[config.mk]
export PLATFORM = sky130hd
export DESIGN_NAME = apdb_ctrl
export DESIGN_NICKNAME = d
export VERILOG_FILES = /design/src/apdb_dac_channel.v /design/src/apdb_ctrl.v
export VERILOG_INCLUDE_DIRS = /design/src
export SDC_FILE = /design/constraint.sdc
export NUM_CORES = 1
export LEC_CHECK = 0
export BUFFER_PORTS_ARGS = -buffer_cell sky130_fd_sc_hd__buf_2
export CAP_MARGIN = 40
export CORE_MARGIN = 10
export CORE_UTILIZATION = 53
export DETAILED_ROUTE_END_ITERATION = 6
export PLACE_DENSITY = 0.88
export SLEW_MARGIN = 10
export SYNTH_ARGS = -nofsm -noshare
export SYNTH_HDL_FRONTEND = slang
export SYNTH_SLANG_ARGS = --single-unit
export TNS_END_PERCENT = 20
[constraint.sdc]
create_clock -name core_clk -period 2.8 [get_ports core_clk]
set_input_delay 0.56 -clock core_clk [delete_from_list [all_inputs] [get_ports core_clk]]
set_output_delay 0.56 -clock core_clk [all_outputs]
set_load 0.02 [all_outputs]
[src/apdb_defines.vh]
// register offsets, field positions, reset values and timing counts for the converter control block
`ifndef APDB_DEFINES_VH
`define APDB_DEFINES_VH
`define APDB_OFS_AD_LO      4'h4
`define APDB_OFS_AD_HI      4'h5
`define APDB_OFS_DA0_LO     4'h4
`define APDB_OFS_DA0_HI     4'h5
`define APDB_OFS_DA1_LO     4'h6
`define APDB_OFS_DA1_HI     4'h7
`define APDB_OFS_DI_LO      4'h6
`define APDB_OFS_DI_HI      4'h7
`define APDB_OFS_GAIN       4'h9
`define APDB_OFS_MUX        4'hA
`define APDB_OFS_MODE       4'hB
`define APDB_OFS_TRIG       4'hC
`define APDB_OFS_DO_LO      4'hD
`define APDB_OFS_DO_HI      4'hE
`define APDB_MODE_SW_POLL   3'h1
`define APDB_MODE_SW_ALT    3'h0
`define APDB_MODE_RST       3'h0
`define APDB_READY_BIT      4
`define APDB_CONV_TIME_NS   8000
`define APDB_CLK_PERIOD_NS  50
`define APDB_CONV_CYCLES    ((`APDB_CONV_TIME_NS + `APDB_CLK_PERIOD_NS - 1) / `APDB_CLK_PERIOD_NS)
`endif

[src/apdb_dac_channel.v]
// one double-buffered 12-bit output channel
`timescale 1ns/1ps
`default_nettype none
module apdb_dac_channel (
   input  wire        core_clk,   // system clock
   input  wire        sys_rst,    // synchronous reset, active high
   input  wire        wr_lo,      // low byte write strobe
   input  wire        wr_hi,      // high byte write strobe
   input  wire [7:0]  wdata,      // write data
   output reg  [11:0] dac_code    // code driving the converter
);
   reg [7:0] held_lo;

   always @(posedge core_clk) begin
      if (sys_rst) begin
         held_lo  <= 8'h00;
         dac_code <= 12'h000;
      end else begin
         if (wr_lo) begin
            held_lo <= wdata;
         end
         if (wr_hi) begin
            dac_code <= {wdata[3:0], held_lo};
         end
      end
   end
endmodule // apdb_dac_channel
`default_nettype wire

[src/apdb_ctrl.v]
// host i/o register decode, polled a/d sequencing and d/a loading
`timescale 1ns/1ps
`default_nettype none
`include "apdb_defines.vh"
module apdb_ctrl #(
   parameter CONV_CYCLES = `APDB_CONV_CYCLES
) (
   input  wire        core_clk,    // system clock, 20 MHz
   input  wire        sys_rst,     // synchronous reset, active high
   input  wire [3:0]  io_addr,     // offset above board base
   input  wire        io_wr,       // one-cycle write strobe
   input  wire        io_rd,       // read strobe
   input  wire [7:0]  io_wdata,    // write data
   output reg  [7:0]  io_rdata,    // read data
   output wire        adc_start,   // one-cycle trigger to the converter
   input  wire        adc_done,    // converter finished, one-cycle pulse
   input  wire [11:0] adc_data,    // converter result, offset binary
   output reg  [2:0]  adc_channel, // multiplexer select
   output reg  [7:0]  adc_gain,    // amplifier gain code
   output reg  [2:0]  adc_mode,    // trigger and transfer mode
   output wire        adc_irq_en,  // interrupt request enable, never set here
   output wire        adc_dma_en,  // dma request enable, never set here
   output wire [11:0] dac0_code,   // output channel 0 code
   output wire [11:0] dac1_code,   // output channel 1 code
   input  wire [15:0] din,         // digital inputs
   output reg  [15:0] dout         // digital outputs
);
   ////////////////////////////////////////////////////////////////////////////
   // one-hot sequencer states
   localparam ST_IDLE = 2'b01;
   localparam ST_BUSY = 2'b10;

   // one address compare shared by every write strobe below
   function hit;
      input [3:0] a;
      input [3:0] ofs;
      hit = (a == ofs);
   endfunction

   reg [1:0]  state;
   reg [1:0]  next_state;
   reg [15:0] conv_cnt;
   reg [11:0] result;
   reg        ready;
   reg [7:0]  next_rdata;

   ////////////////////////////////////////////////////////////////////////////
   // write decode; offsets 4 and 5 reach the output latches only on writes,
   // reads there see the conversion result instead
   wire wr_mode   = io_wr & hit(io_addr, `APDB_OFS_MODE);
   wire wr_mux    = io_wr & hit(io_addr, `APDB_OFS_MUX);
   wire wr_gain   = io_wr & hit(io_addr, `APDB_OFS_GAIN);
   wire wr_trig   = io_wr & hit(io_addr, `APDB_OFS_TRIG);
   wire wr_do_lo  = io_wr & hit(io_addr, `APDB_OFS_DO_LO);
   wire wr_do_hi  = io_wr & hit(io_addr, `APDB_OFS_DO_HI);
   wire wr_da0_lo = io_wr & hit(io_addr, `APDB_OFS_DA0_LO);
   wire wr_da0_hi = io_wr & hit(io_addr, `APDB_OFS_DA0_HI);
   wire wr_da1_lo = io_wr & hit(io_addr, `APDB_OFS_DA1_LO);
   wire wr_da1_hi = io_wr & hit(io_addr, `APDB_OFS_DA1_HI);

   // mode 0 also takes software triggers; the pacer modes ignore trigger writes
   wire sw_mode   = (adc_mode == `APDB_MODE_SW_POLL) | (adc_mode == `APDB_MODE_SW_ALT);
   // a conversion ends in the one cycle in which busy hands back to idle
   wire conv_end  = (state == ST_BUSY) & (next_state == ST_IDLE);

   // trigger accepted on any data value, only in a software-trigger mode
   assign adc_start  = wr_trig & sw_mode & (state == ST_IDLE);
   assign adc_irq_en = 1'b0;
   assign adc_dma_en = 1'b0;

   ////////////////////////////////////////////////////////////////////////////
   // control registers; the settling time after a channel or gain change is the host's to wait
   always @(posedge core_clk) begin
      if (sys_rst) begin
         adc_mode <= `APDB_MODE_RST;
      end else if (wr_mode) begin
         adc_mode <= io_wdata[2:0];
      end
   end

   always @(posedge core_clk) begin
      if (sys_rst) begin
         adc_channel <= 3'h0;
      end else if (wr_mux) begin
         adc_channel <= io_wdata[2:0];
      end
   end

   always @(posedge core_clk) begin
      if (sys_rst) begin
         adc_gain <= 8'h00;
      end else if (wr_gain) begin
         adc_gain <= io_wdata;
      end
   end

   // the two output bytes load apart, so a half-written word shows on the pins at once
   always @(posedge core_clk) begin
      if (sys_rst) begin
         dout <= 16'h0000;
      end else begin
         if (wr_do_lo) begin
            dout[7:0] <= io_wdata;
         end
         if (wr_do_hi) begin
            dout[15:8] <= io_wdata;
         end
      end
   end

   ////////////////////////////////////////////////////////////////////////////
   // conversion sequencer; a timeout covers a converter that never answers
   always @* begin
      next_state = state;
      case (state)
         ST_IDLE: begin
            if (adc_start) begin
               next_state = ST_BUSY;
            end
         end
         ST_BUSY: begin
            if (adc_done || conv_cnt == 16'h0000) begin
               next_state = ST_IDLE;
            end
         end
         default: next_state = ST_IDLE;
      endcase
   end

   // sequencer state
   always @(posedge core_clk) begin
      if (sys_rst) begin
         state <= ST_IDLE;
      end else begin
         state <= next_state;
      end
   end

   // busy-cycle budget, so a converter that never answers cannot hang the flag
   always @(posedge core_clk) begin
      if (sys_rst) begin
         conv_cnt <= 16'h0000;
      end else if (adc_start) begin
         conv_cnt <= CONV_CYCLES[15:0];
      end else if (state == ST_BUSY) begin
         conv_cnt <= conv_cnt - 16'h0001;
      end
   end

   // start and end never meet: a busy sequencer refuses triggers
   always @(posedge core_clk) begin
      if (sys_rst) begin
         ready <= 1'b0;
      end else if (adc_start) begin
         ready <= 1'b1;
      end else if (conv_end) begin
         ready <= 1'b0;
      end
   end

   // a timed-out conversion keeps whatever the converter shows then
   always @(posedge core_clk) begin
      if (sys_rst) begin
         result <= 12'h000;
      end else if (conv_end) begin
         result <= adc_data;
      end
   end

   ////////////////////////////////////////////////////////////////////////////
   // reads: result bytes share offsets with output latches by direction
   always @* begin
      next_rdata = 8'h00;
      case (io_addr)
         `APDB_OFS_AD_LO: begin
            next_rdata = result[7:0];
         end
         `APDB_OFS_AD_HI: begin
            next_rdata[3:0]             = result[11:8];
            next_rdata[`APDB_READY_BIT] = ready;
         end
         `APDB_OFS_DI_LO: begin
            next_rdata = din[7:0];
         end
         `APDB_OFS_DI_HI: begin
            next_rdata = din[15:8];
         end
         // unmapped offsets read back as zero
         default: begin
            next_rdata = 8'h00;
         end
      endcase
   end

   // read data is registered and holds until the next read strobe
   always @(posedge core_clk) begin
      if (sys_rst) begin
         io_rdata <= 8'h00;
      end else if (io_rd) begin
         io_rdata <= next_rdata;
      end
   end

   // channel 0 latches at offsets 4 and 5, channel 1 at 6 and 7; only the strobes differ
   apdb_dac_channel u_dac0 (
      .core_clk (core_clk),
      .sys_rst  (sys_rst),
      .wr_lo    (wr_da0_lo),
      .wr_hi    (wr_da0_hi),
      .wdata    (io_wdata),
      .dac_code (dac0_code)
   );

   apdb_dac_channel u_dac1 (
      .core_clk (core_clk),
      .sys_rst  (sys_rst),
      .wr_lo    (wr_da1_lo),
      .wr_hi    (wr_da1_hi),
      .wdata    (io_wdata),
      .dac_code (dac1_code)
   );
endmodule // apdb_ctrl
`default_nettype wire

==> results_dict.tcl <==
set metrics [dict create \
    num_vias 3782 \
    hp-class "primary input to flip-flop" \
    antenna_found_initial 0 \
    drt_iter0_drc 219 \
    setup_ws_ns 0.253 \
    die_h_um 112 \
    worst_ep_arrival_time_ns 2.84 \
    synth.largest_area_cell "dfxtp_1" \
    crit_path_start_kind "flip-flop" \
    insertion_delay_ns 0.37 \
    end_kind "flip-flop" \
    initial_utilization_pct 54.8 \
    io_pins 110 \
    area_growth_pct 16.8 \
    tritoncts "yes" \
    core-area_mm2 0.00826 \
    slew_viol_final 0 \
    cts-root-buf "clkbuf_8" \
    grt_pass1_wl_mm 18.8 \
    synth-seq-cells 109 \
    wire_per_inst_um 16.8 \
    avgSynthCellArea_um2 9.24 \
    holdBufCountCts 0 \
    fp-row-count 33 \
    slew_headroom_pct 48.2 \
    cp_slowest_cell "or4_4" \
    p_leak_nw 2.31 \
    cts_buffers 9 \
    critPathKind "flip-flop to flip-flop" \
    synth_edf_count 0 \
    worst_hold_slack_ns 0.437 \
    powerDensity_mw_per_mm2 515 \
    drv_cap 0 \
    fp.dieArea_mm2 0.0126 \
    critPathMaxFanout 13 \
    vdd_drop_max_mv 0.300 \
    crit_buf_inv 1 \
    async_reset_ff_share_pct 0 \
    die-width_um 112 \
    drt_wl_total_mm 11.6 \
    via_per_inst 5.46 \
    synth_area_mm2 0.00453 \
    yosysSeqAreaShare_pct 48.2 \
    fin_util_pct 64.0 \
    cts_buffer_depth 2 \
    io_buffers 107 \
    synth_cell_type_count 42 \
    finalHoldViolCount 0 \
    track_usage_pct 17.9 \
    htree_levels 3 \
    yosys.area.top_type_share_pct 48.2 \
    synth_area_leaders "dfxtp_1, mux2i_1, nor2_1" \
    fmax_mhz 393 \
    pre_cts_slack_ns 0.199 \
    dr.pass1.iters 5 \
    cpLargestDelayFamily "simple AND/OR/NAND/NOR gates" \
    gp_congestion 0.846 \
    drc_errors 0 \
    synthCells 490 \
    synth.most_common_cell "dfxtp_1" \
    grt_pass1_vias 3802 \
    grt_max_degree 55 \
    max_stage_delay_ns 0.48 \
    clk_pin_slew_ns 0.10 \
    rsz0062_at_grt "no" \
    min_period_over_period_pct 91.0 \
    drive_above_1_share_pct 24.8 \
    clkSinkCount 109 \
    netlist_top_cells_count "dfxtp_1, nor2_1, mux2i_1" \
    place_area_mm2 0.00510 \
    setup_violations 0 \
    grt_overflow_total 0 \
    synth_flop_cell "dfxtp_1" \
    critPathRequiredTime_ns 3.10 \
    period_needed_ns 2.55 \
    skew_ns 0.0127 \
    outcome "finished clean" \
    dp_hpwl_mm 8.73 \
    post-route-cell-area_mm2 0.00529 \
    worst_pin_slew_ns 0.767 \
    tns_ns 0 \
    crit_chain "ha_1, or3b_1, or4_4, a221oi_1, a21o_1, buf_4, mux2i_1" \
    ys.warnings.count 0 \
    final_nets 633 \
    diodes 0 \
    ant_nets 0 \
]
registers in the layout (all words and copies together), names as in the netlist:
name and flops:
conv_cnt 16, dout 16, result 12, u_dac0.dac_code 12, u_dac1.dac_code 12, adc_gain 8
io_rdata 8, u_dac0.held_lo 8, u_dac1.held_lo 8, adc_channel 3, adc_mode 3, state 2
ready 1
timing repair:
item / CTS / global route
endpoints found under the setup margin: 0 / 2
gates resized for setup: 0 / 1
buffers inserted: 0 / 0
cell usage in the layout (no fill, tap or decap), types with 4 or more instances in the layout:
cell type	netlist	final
buf_4	2	10
dfxtp_1	109	109
nor4_1	4	4
xor2_1	4	4
xnor2_1	10	10
nand2b_1	28	28
mux2i_1	50	50
nor2b_1	10	10
nand2_1	40	40
nor2_1	73	73
inv_1	5	5
nor3_1	5	5
mux4_2	5	5
o21ai_0	33	33
clkbuf_8	0	9
buf_2	1	107
a21oi_1	44	44
ha_1	4	4
final timing paths:
check,from,to,slack (ns),depth (start not counted)
setup / recovery,state[0],result[10],0.25,7
setup reg to reg,state[0],result[10],0.25,7
hold reg to reg,u_dac1.held_lo[6],u_dac1.dac_code[6],0.45,2
hold / removal,adc_data[8],result[8],0.44,3
where the power goes:
part	leakage [nW]	switching (mW)	total [mW]	internal, mW
logic	1.34	0.158	0.260	0.102
registers	0.879	0.0162	1.59	1.57
clock network	0.0890	0.542	0.877	0.336
total	2.31	0.716	2.72	2.01
tightest hold or removal path, stage by stage:
cell      delay, ns
buf_2          0.09
nand2b_1       0.05
mux2i_1        0.05
through the flow:
| stage | instances | power [mW] |
|---|---|---|
| after floorplan | 491 | 1.79 |
| after global placement | 678 | 1.87 |
| after detailed placement | 678 | 1.88 |
| after CTS | 693 | 2.73 |
| after global routing | 693 | 2.82 |
| final | 693 | 2.72 |
final cells by class:
type	instances	area, um2
fill	688	2970
timing repair buffer	117	611
inverter	5	18.8
multi-input combinational	342	2160
tap	105	131
clock inverter	6	58.8
clock buffer	9	124
sequential	109	2180
routing by layer:
metal / GRT usage (%) / up-vias / share of wire, %
met4: 7.87 / 0 / 2.2
met2: 31.5 / 127 / 51
met5: 0 / - / 0
met1: 20.1 / 1792 / 40
li1: - / 1838 / -
met3: 4.15 / 25 / 6.3
cell families after synthesis:
| kind of cell | count (synthesis) | synth area share [%] |
|---|---|---|
| adders and majority gates | 4 | 1.11 |
| other | 1 | 0.0829 |
| muxes | 58 | 14.3 |
| DFF | 109 | 48.2 |
| xor gates and xnor gates | 14 | 2.71 |
| buffers and inverters | 40 | 4.20 |
| AOI/OAI and AO/OA | 87 | 10.5 |
| and+or+nand+nor | 177 | 18.9 |
(Power assumes the default switching activity.)
